==> src/master_clock_prescaler_defs.vh <==
`ifndef MASTER_CLOCK_PRESCALER_DEFS_VH
`define MASTER_CLOCK_PRESCALER_DEFS_VH

// Register byte offsets on the APB bus
`define OFS_CLOCK_GEN_CONFIG   12'h000
`define OFS_SYSTEM_CONFIG_1    12'h004
`define OFS_CLOCK_STATUS       12'h008

// Register index codes returned by the address decoder
`define IDX_CLOCK_GEN_CONFIG   2'h0
`define IDX_SYSTEM_CONFIG_1    2'h1
`define IDX_CLOCK_STATUS       2'h2
`define IDX_NONE               2'h3

// Field layout of clock_gen_config
`define OPS_LSB                0
`define OPS_MSB                3
`define IPS_LSB                4
`define IPS_MSB                5
`define MODE_LSB               6
`define MODE_MSB               7
`define MUL_LSB                8
`define MUL_MSB                12

// Field layout of system_config_1 and of the status word
`define HALVE_BIT              0
`define ST_PLL_BIT             0
`define ST_LOCK_BIT            1
`define ST_HALVE_BIT           2
`define ST_PER_LSB             16

// Reset values
`define OPS_RST                4'h0
`define IPS_RST                2'h0
`define MODE_RST               2'h0
`define MUL_RST                5'h00
`define HALVE_RST              1'b0

// Clock mode codes and limits
`define MODE_PLL               2'h3
`define OPS_RESERVED           4'hf
`define PER_MAX                16'hffff
`define PER_ZERO               16'h0000
`define PER_ONE                16'h0001
`define DIV_ZERO               4'h0
`define RDATA_ZERO             32'h0000_0000

`endif

==> src/master_clock_prescaler.v <==
// What this block does
// - Clock mode field picks bypass or PLL generation
// - CPU clock is master clock or half of it
// - CPU core and bus controller use CPU clock
// - Peripheral clock always equals CPU clock frequency
// - Mode 0x divides oscillator by both prescalers
// - Bypass with both prescalers zero: master follows oscillator directly
// - Input prescale up to 3, output up to 14
// - Mode 11 multiplies, divides, and adjusts smoothly
//
// Design decisions made here: the address map and the APB register port.
`timescale 1ns/1ps
`include "master_clock_prescaler_defs.vh"

module master_clock_prescaler (
    input  wire        pclk,
    input  wire        presetn,
    input  wire        psel,
    input  wire        penable,
    input  wire        pwrite,
    input  wire [11:0] paddr,
    input  wire [31:0] pwdata,
    output reg  [31:0] prdata,
    output wire        pready,
    output wire        pslverr,
    input  wire        oscillator_clock,
    output reg         master_clock,
    output reg         master_clock_tick,
    output reg         cpu_clock,
    output reg         cpu_clock_tick,
    output reg         cpu_core_clk_en,
    output reg         external_bus_ctrl_clk_en,
    output reg         peripheral_clock,
    output reg         peripheral_clock_tick
);

    // Maps a bus address onto a register index
    function [1:0] reg_index;
        input [11:0] addr;
        begin
            case (addr)
                `OFS_CLOCK_GEN_CONFIG: reg_index = `IDX_CLOCK_GEN_CONFIG;
                `OFS_SYSTEM_CONFIG_1:  reg_index = `IDX_SYSTEM_CONFIG_1;
                `OFS_CLOCK_STATUS:     reg_index = `IDX_CLOCK_STATUS;
                default:               reg_index = `IDX_NONE;
            endcase
        end
    endfunction

    // Configuration fields
    reg  [3:0]  output_prescale_q;    // Output prescaler factor minus one
    reg  [1:0]  input_prescale_q;     // Input prescaler factor minus one
    reg  [1:0]  clock_mode_select_q;  // Generation mechanism
    reg  [4:0]  vco_multiplier_q;     // Multiplier minus one
    reg         cpu_clock_halve_q;    // CPU clock at half master rate

    // Bus decode
    wire [1:0]  idx;                  // Index of the addressed register
    wire        wr_access;            // Write completes this edge
    wire        cfg_wr;               // Write to clock_gen_config
    wire        sys_wr;               // Write to system_config_1

    // Oscillator sampling
    reg         osc_q;                // Oscillator level one cycle ago
    wire        osc_rise;             // Rising oscillator edge seen

    // Mode decode
    wire        pll_on;               // PLL mode active
    wire        direct;               // Master clock follows oscillator

    // Prescaler chain
    wire        in_tick;              // Input prescaler output event
    wire        out_src;              // Event fed to output prescaler
    wire        mc_tick;              // Master clock period start

    // Reference period tracking
    reg  [15:0] per_cnt_q;            // Cycles since last reference tick
    reg  [15:0] per_est_q;            // Smoothed reference period
    reg         ref_seen_q;           // A reference tick has been seen
    reg         est_valid_q;          // Period estimate is usable
    reg         locked_q;             // Estimate matches last measurement
    wire [15:0] per_meas;             // Period just measured

    // Synthesised oscillator
    reg  [15:0] acc_q;                // Phase accumulator
    reg  [15:0] acc_d;
    wire [15:0] acc_sum;              // Accumulator plus one step
    wire [5:0]  step;                 // Multiplier factor
    wire        vco_tick;             // Synthesised clock event

    // CPU divider
    reg         phase_q;              // Alternates on each master tick
    wire        cpu_tick;             // CPU clock period start
    reg         cpu_level_d;          // Next CPU clock level
    reg         mc_level_d;           // Next master clock level

    // Bus access decode; zero wait states
    assign idx       = reg_index(paddr);
    assign pready    = psel & penable;
    assign pslverr   = pready & (idx == `IDX_NONE);
    assign wr_access = pready & pwrite;
    assign cfg_wr    = wr_access & (idx == `IDX_CLOCK_GEN_CONFIG);
    assign sys_wr    = wr_access & (idx == `IDX_SYSTEM_CONFIG_1);

    // Configuration registers
    always @(posedge pclk or negedge presetn) begin
        if (!presetn) begin
            output_prescale_q   <= `OPS_RST;
            input_prescale_q    <= `IPS_RST;
            clock_mode_select_q <= `MODE_RST;
            vco_multiplier_q    <= `MUL_RST;
            cpu_clock_halve_q   <= `HALVE_RST;
        end else begin
            if (cfg_wr) begin
                // Choice of mechanism is software controlled
                clock_mode_select_q <= pwdata[`MODE_MSB:`MODE_LSB];
                input_prescale_q    <= pwdata[`IPS_MSB:`IPS_LSB];
                vco_multiplier_q    <= pwdata[`MUL_MSB:`MUL_LSB];
                // Reserved factor is refused, old value kept
                if (pwdata[`OPS_MSB:`OPS_LSB] != `OPS_RESERVED) begin
                    output_prescale_q <= pwdata[`OPS_MSB:`OPS_LSB];
                end
            end
            if (sys_wr) begin
                // Halving select for the CPU clock
                cpu_clock_halve_q <= pwdata[`HALVE_BIT];
            end
        end
    end

    // Read data captured in the setup cycle
    always @(posedge pclk or negedge presetn) begin
        if (!presetn) begin
            prdata <= `RDATA_ZERO;
        end else if (psel & ~penable & ~pwrite) begin
            prdata <= `RDATA_ZERO;
            case (idx)
                `IDX_CLOCK_GEN_CONFIG: begin
                    prdata[`OPS_MSB:`OPS_LSB]   <= output_prescale_q;
                    prdata[`IPS_MSB:`IPS_LSB]   <= input_prescale_q;
                    prdata[`MODE_MSB:`MODE_LSB] <= clock_mode_select_q;
                    prdata[`MUL_MSB:`MUL_LSB]   <= vco_multiplier_q;
                end
                `IDX_SYSTEM_CONFIG_1: begin
                    prdata[`HALVE_BIT] <= cpu_clock_halve_q;
                end
                `IDX_CLOCK_STATUS: begin
                    prdata[`ST_PLL_BIT]   <= pll_on;
                    prdata[`ST_LOCK_BIT]  <= locked_q;
                    prdata[`ST_HALVE_BIT] <= cpu_clock_halve_q;
                    prdata[`ST_PER_LSB+15:`ST_PER_LSB] <= per_est_q;
                end
                default: begin
                    // Unmapped: reads zero, error flagged
                    prdata <= `RDATA_ZERO;
                end
            endcase
        end
    end

    // Oscillator edge detection
    always @(posedge pclk or negedge presetn) begin
        if (!presetn) begin
            osc_q <= 1'b0;
        end else begin
            osc_q <= oscillator_clock;
        end
    end
    assign osc_rise = oscillator_clock & ~osc_q;

    // Upper mode bit clear means bypass both set means PLL
    assign pll_on = (clock_mode_select_q == `MODE_PLL);
    assign direct = ~pll_on & (input_prescale_q == `IPS_RST)
                    & (output_prescale_q == `DIV_ZERO);

    // Input prescaler counts oscillator edges
    tick_divider u_input_prescaler (
        .pclk     (pclk),
        .presetn  (presetn),
        .clear    (cfg_wr),
        .tick_in  (osc_rise),
        .div      ({2'b00, input_prescale_q}),
        .tick_out (in_tick)
    );

    // Output prescaler takes bypass or synthesised events
    assign out_src = pll_on ? vco_tick : in_tick;

    tick_divider u_output_prescaler (
        .pclk     (pclk),
        .presetn  (presetn),
        .clear    (cfg_wr),
        .tick_in  (out_src),
        .div      (output_prescale_q),
        .tick_out (mc_tick)
    );

    // Reference period measurement and smoothing
    assign per_meas = (per_cnt_q == `PER_MAX) ? `PER_MAX
                                               : per_cnt_q + `PER_ONE;

    always @(posedge pclk or negedge presetn) begin
        if (!presetn) begin
            per_cnt_q   <= `PER_ZERO;
            per_est_q   <= `PER_ZERO;
            ref_seen_q  <= 1'b0;
            est_valid_q <= 1'b0;
            locked_q    <= 1'b0;
        end else if (!pll_on || cfg_wr) begin
            // Tracking restarts whenever PLL mode is left or reprogrammed
            per_cnt_q   <= `PER_ZERO;
            ref_seen_q  <= 1'b0;
            est_valid_q <= 1'b0;
            locked_q    <= 1'b0;
        end else if (in_tick) begin
            per_cnt_q  <= `PER_ZERO;
            ref_seen_q <= 1'b1;
            if (ref_seen_q && !est_valid_q) begin
                // First full period loads the estimate
                per_est_q   <= per_meas;
                est_valid_q <= 1'b1;
            end else if (est_valid_q) begin
                // Step by one per reference period: no abrupt jumps
                if (per_est_q < per_meas) begin
                    per_est_q <= per_est_q + `PER_ONE;
                end else if (per_est_q > per_meas) begin
                    per_est_q <= per_est_q - `PER_ONE;
                end
                locked_q <= (per_est_q == per_meas);
            end
        end else if (per_cnt_q != `PER_MAX) begin
            per_cnt_q <= per_cnt_q + `PER_ONE;
        end
    end

    // Phase accumulator: (multiplier+1) events per reference period
    assign step     = {1'b0, vco_multiplier_q} + 6'h01;
    assign acc_sum  = acc_q + {10'h000, step};
    assign vco_tick = pll_on & est_valid_q & (acc_sum >= per_est_q);

    always @* begin
        acc_d = acc_q;
        if (!pll_on || !est_valid_q) begin
            acc_d = `PER_ZERO;
        end else if (vco_tick) begin
            acc_d = acc_sum - per_est_q;
        end else begin
            acc_d = acc_sum;
        end
    end

    always @(posedge pclk or negedge presetn) begin
        if (!presetn) begin
            acc_q <= `PER_ZERO;
        end else begin
            acc_q <= acc_d;
        end
    end

    // CPU divider phase; cleared when the halving select is written
    always @(posedge pclk or negedge presetn) begin
        if (!presetn) begin
            phase_q <= 1'b0;
        end else if (sys_wr) begin
            phase_q <= 1'b0;
        end else if (mc_tick) begin
            phase_q <= ~phase_q;
        end
    end

    // Every master tick, or every second one when halved
    assign cpu_tick = mc_tick & (~cpu_clock_halve_q | ~phase_q);

    // Next clock levels
    always @* begin
        // Direct mode copies the oscillator duty cycle
        if (direct) begin
            mc_level_d = oscillator_clock;
        end else begin
            mc_level_d = mc_tick;
        end
        // Halved clock is a square wave over two master periods
        if (cpu_clock_halve_q) begin
            cpu_level_d = mc_tick ? ~phase_q : phase_q;
        end else begin
            cpu_level_d = mc_level_d;
        end
    end

    // Registered clock outputs
    always @(posedge pclk or negedge presetn) begin
        if (!presetn) begin
            master_clock             <= 1'b0;
            master_clock_tick        <= 1'b0;
            cpu_clock                <= 1'b0;
            cpu_clock_tick           <= 1'b0;
            cpu_core_clk_en          <= 1'b0;
            external_bus_ctrl_clk_en <= 1'b0;
            peripheral_clock         <= 1'b0;
            peripheral_clock_tick    <= 1'b0;
        end else begin
            master_clock             <= mc_level_d;
            master_clock_tick        <= mc_tick;
            cpu_clock                <= cpu_level_d;
            cpu_clock_tick           <= cpu_tick;
            // Core and bus controller run on the CPU clock
            cpu_core_clk_en          <= cpu_tick;
            external_bus_ctrl_clk_en <= cpu_tick;
            // Peripherals always at CPU frequency
            peripheral_clock         <= cpu_level_d;
            peripheral_clock_tick    <= cpu_tick;
        end
    end

endmodule // master_clock_prescaler

==> src/tick_divider.v <==
`timescale 1ns/1ps
`include "master_clock_prescaler_defs.vh"

// Passes every (div+1)-th input tick; a clear restarts the count
module tick_divider (
    input  wire       pclk,
    input  wire       presetn,
    input  wire       clear,     // Restart the count from zero
    input  wire       tick_in,   // One-cycle input event
    input  wire [3:0] div,       // Divide factor minus one
    output wire       tick_out   // One-cycle output event
);

    reg  [3:0] cnt_q;   // Input ticks seen in this period
    reg  [3:0] cnt_d;
    wire       wrap;    // Last input tick of the period

    // Wrap on the last tick; a shrunk divisor wraps at once
    assign wrap     = tick_in & (cnt_q >= div);
    assign tick_out = wrap;

    // Next count
    always @* begin
        cnt_d = cnt_q;
        if (clear) begin
            cnt_d = `DIV_ZERO;
        end else if (wrap) begin
            cnt_d = `DIV_ZERO;
        end else if (tick_in) begin
            cnt_d = cnt_q + 4'h1;
        end
    end

    // Count register
    always @(posedge pclk or negedge presetn) begin
        if (!presetn) begin
            cnt_q <= `DIV_ZERO;
        end else begin
            cnt_q <= cnt_d;
        end
    end

endmodule // tick_divider

==> config.mk <==
export PLATFORM = sky130hd
export DESIGN_NAME = master_clock_prescaler
export DESIGN_NICKNAME = d
export VERILOG_FILES = /design/src/master_clock_prescaler.v /design/src/tick_divider.v
export VERILOG_INCLUDE_DIRS = /design/src
export SDC_FILE = /design/constraint.sdc
export NUM_CORES = 1
export LEC_CHECK = 0
export ABC_AREA = 1
export BUFFER_PORTS_ARGS = -buffer_cell sky130_fd_sc_hd__buf_2
export CAP_MARGIN = 20
export CORE_ASPECT_RATIO = 1.5
export CORE_UTILIZATION = 60
export DETAILED_ROUTE_END_ITERATION = 10
export PLACE_DENSITY = 0.89
export SKIP_CTS_REPAIR_TIMING = 1
export SLEW_MARGIN = 5
export SYNTH_ARGS = -nofsm -noshare
export SYNTH_HDL_FRONTEND = slang
export SYNTH_SLANG_ARGS = --single-unit
==> constraint.sdc <==
create_clock -name pclk -period 8.5 [get_ports pclk]
set_input_delay 1.275 -clock pclk [delete_from_list [all_inputs] [get_ports pclk]]
set_output_delay 1.275 -clock pclk [all_outputs]
set_load 0.05 [all_outputs]
==> flow_summary.toml <==
[status]
outcome = "complete, no violations"

[cts]
cts_buffers = 9
root_buffer = "clkbuf_16"
clockBufferDepth = 2
cts.clk_slew.worst_paths_ps = 80
clock-sinks = 108
insertion_delay_ps = 370
cts_tree = "built"
htree_levels = 3

[sta]
fin_setup_tns_ps = 0
worst_pin_slew_ps = 988.4
finalMaxSlewViolations = 0
hold_viol_final = 0
setup_viol = 0
max_freq_mhz = 201.5
min_period_ps = 4964
post-route-period-util = 0.5840
relSlewSlack = 0.3410
holdWs_ps = 477.9
rsz0062_at_grt = "false"
finalClockSkew_ps = 14.82

[floorplan]
rows = 50
initial_utilization = 0.6117
io_pins = 92
die_h_um = 140.0
dieArea_um2 = 13160
die_width_um = 93.99
coreArea_um2 = 12450

[yosys]
synth_top_area_frac = 0.3549
synth_mux_area_frac = 0
yosysUniqueCellTypes = 47
yosysWarnings = 0
syn-instance-count = 1032
synthFlopType = "dfrtp_1"
yosys-top-cells-area = "dfrtp_1, nand2_1, ha_1, inv_1, nor2_1"
synth-async-reset-ratio = 1.000
synth_compound_area_frac = 0.1407
synth_edf_count = 0
netlist_area_um2 = 7615
synth_top_family_by_area = "simple AND/OR/NAND/NOR gates"
ys_seq_area_frac = 0.3549
synth.avg_cell_area_um2 = 7.379
yosys.area_share.simple = 0.2647
yosys.area_share.adder = 0.1065
ys_seq_elements = 108
synth_top_cell_by_area = "dfrtp_1"
synth-xor-area-share = 0.03796

[detailed_routing]
drt_wl_total_um = 18390
routed-via-count = 6954
via_per_inst = 5.563
drc = 0
firstDrtPassIters = 5
drtIter0Drc = 320
postRouteAntennaNets = 0
wl_per_cell_um = 14.71

[place]
dp_hpwl_um = 14330
gp_congestion = 0.9591
numPortBuffers = 69

[power]
peakVddDrop_mv = 0.1132
p_sw_mw = 0.2943
switching_share = 0.2752
p_int_mw = 0.7751
p_leak_nw = 4.305
clkPwrFrac = 0.408
p_per_area_nw_per_um2 = 128.4
comb_power_share = 0.087
p_seq_frac = 0.505

[setup_path]
cp.required_ps = 8740
setup.worst_path.start_class = "flop"
cp-end-kind = "flop"
reg2reg_slack_ps = 3540
crit_type = "flop to flop"
worstPathArrival_ps = 5200
worstPathMaxFanout = 18

[global_route]
grt_pass1_vias = 6722
grt_max_degree = 58
antenna_found_initial = 0
grt_pass1_wl_um = 30180
grt_use_total = 0.2927
grt_overflow = 0

[cells_and_area]
layout.filler_cells = 1000
drive_above_1_share = 0.1079
fin_nets = 1202
syn_to_final_growth_pct = 9.349
diodes = 0

[run]
drv_cap = 0

[hold_path]
hold_path_class = "flop to flop"
[area by class of cell]
type,instances,area [um2],area share
multi-input cells,749,4198,0.5041
well taps,156,195.2,0.02344
repair buffers,70,355.3,0.04267
inverters,151,566.8,0.06807
flip-flops and latches,108,2703,0.3246
clock buffers,9,225.2,0.02705
clock inverters,7,83.83,0.01007
[layer usage]
layer  part of all wire  routed length [um]  GRT usage
met1               0.39                7180     0.3242
met2               0.53                9781     0.5371
met3              0.035                 643    0.03746
met4              0.043                 786     0.1457
met5                  0                   0          0
[registers in the layout, summed over array words and instances (netlist names), 2 cells and up]
name / cells
per_est_q: 16
prdata: 29
u_input_prescaler.cnt_q: 4
clock_mode_select_q: 2
output_prescale_q: 4
u_output_prescaler.cnt_q: 4
acc_q: 16
vco_multiplier_q: 5
input_prescale_q: 2
per_cnt_q: 16
[cell families after synthesis]
| kind of cell | Yosys count |
|---|---|
| AND/OR/NAND/NOR | 465 |
| AO/OA/AOI/OAI | 185 |
| adder cells (fa/ha/maj) | 63 |
| flip-flops | 108 |
| XOR/XNOR | 33 |
| buffers and inverters | 177 |
| other | 1 |
[placed cells by master (no fill, tap or decap), types with 6 or more instances in the layout]
| cell | instances |
|---|---|
| nand2_1 | 271 |
| inv_1 | 147 |
| dfrtp_1 | 108 |
| nor2_1 | 79 |
| buf_2 | 68 |
| ha_1 | 60 |
| nand3_1 | 59 |
| a21oi_1 | 54 |
| o21ai_0 | 49 |
| o31ai_1 | 26 |
| o21ai_1 | 24 |
| xor2_1 | 18 |
| xnor2_1 | 15 |
| nor3_1 | 12 |
| clkbuf_16 | 9 |
| o22ai_1 | 8 |
| nand4_1 | 6 |
| nor4_1 | 6 |
[power groups by stage]
| stage | registers, mW | clock network, mW | logic [mW] |
|---|---|---|---|
| final | 0.540 | 0.436 | 0.0926 |
| after global routing | 0.542 | 0.460 | 0.107 |
| after CTS | 0.540 | 0.437 | 0.0931 |
| after detailed placement | 0.550 | 0 | 0.0927 |
| after global placement | 0.550 | 0 | 0.0878 |
| after floorplan | 0.548 | 0 | 0.0627 |
[through the flow]
step	util	cell area [um2]	power (mW)	worst slack, ps	std cells
final	0.6688	8327	1.069	3536	1250
after global routing	0.6688	8327	1.110	3165	1250
after CTS	0.6688	8327	1.070	3623	1250
after detailed placement	0.6440	8018	0.6428	3663	1234
after global placement	0.6440	8018	0.6374	3774	1234
after floorplan	-	7622	0.6104	4106	1034
[final timing paths]
kind | start | end | cells past startpoint
min in group asynchronous | presetn | peripheral_clock_tick | 1
max in group asynchronous | presetn | per_cnt_q[10] | 2
max reg2reg | per_cnt_q[0] | per_est_q[13] | 22
min | prdata[20] | prdata[20] | 2
min reg2reg | prdata[20] | prdata[20] | 2
max | per_cnt_q[0] | per_est_q[13] | 22
[worst max-delay path: stages (launching register included)]
cell,delay [ps]
dfrtp_1,430
ha_1,210
nand2_1,100
nor2_4,160
nand4_1,510
nand3_1,350
inv_1,70
ha_1,290
nand2_1,50
inv_1,60
nand3_1,140
nor3_1,190
nand2_1,150
nand2_1,540
ha_1,410
a21oi_1,280
o21ai_0,190
a21oi_1,230
nand3_1,100
nand3_1,130
o21ai_0,100
nand2_1,70
o21ai_1,60
[cell usage after synthesis, types with 3 or more instances]
master,instances
inv_1,147
buf_2,4
ha_1,60
o31ai_1,26
dfrtp_1,108
nand4_1,6
xnor2_1,15
o21bai_1,4
nand3b_1,5
o21ai_1,24
clkbuf_1,10
fa_1,3
nor2_2,4
a21o_1,5
nand3_2,3
nand3_1,59
a21oi_1,54
nor4_1,6
inv_2,4
nor3_1,12
o22ai_1,8
buf_4,10
nand2_2,5
xor2_1,18
nand2_1,271
nor2_1,79
o21ai_0,49
o21ai_2,3
o21a_1,3
No activity file was read; power rests on OpenSTA's default activity.
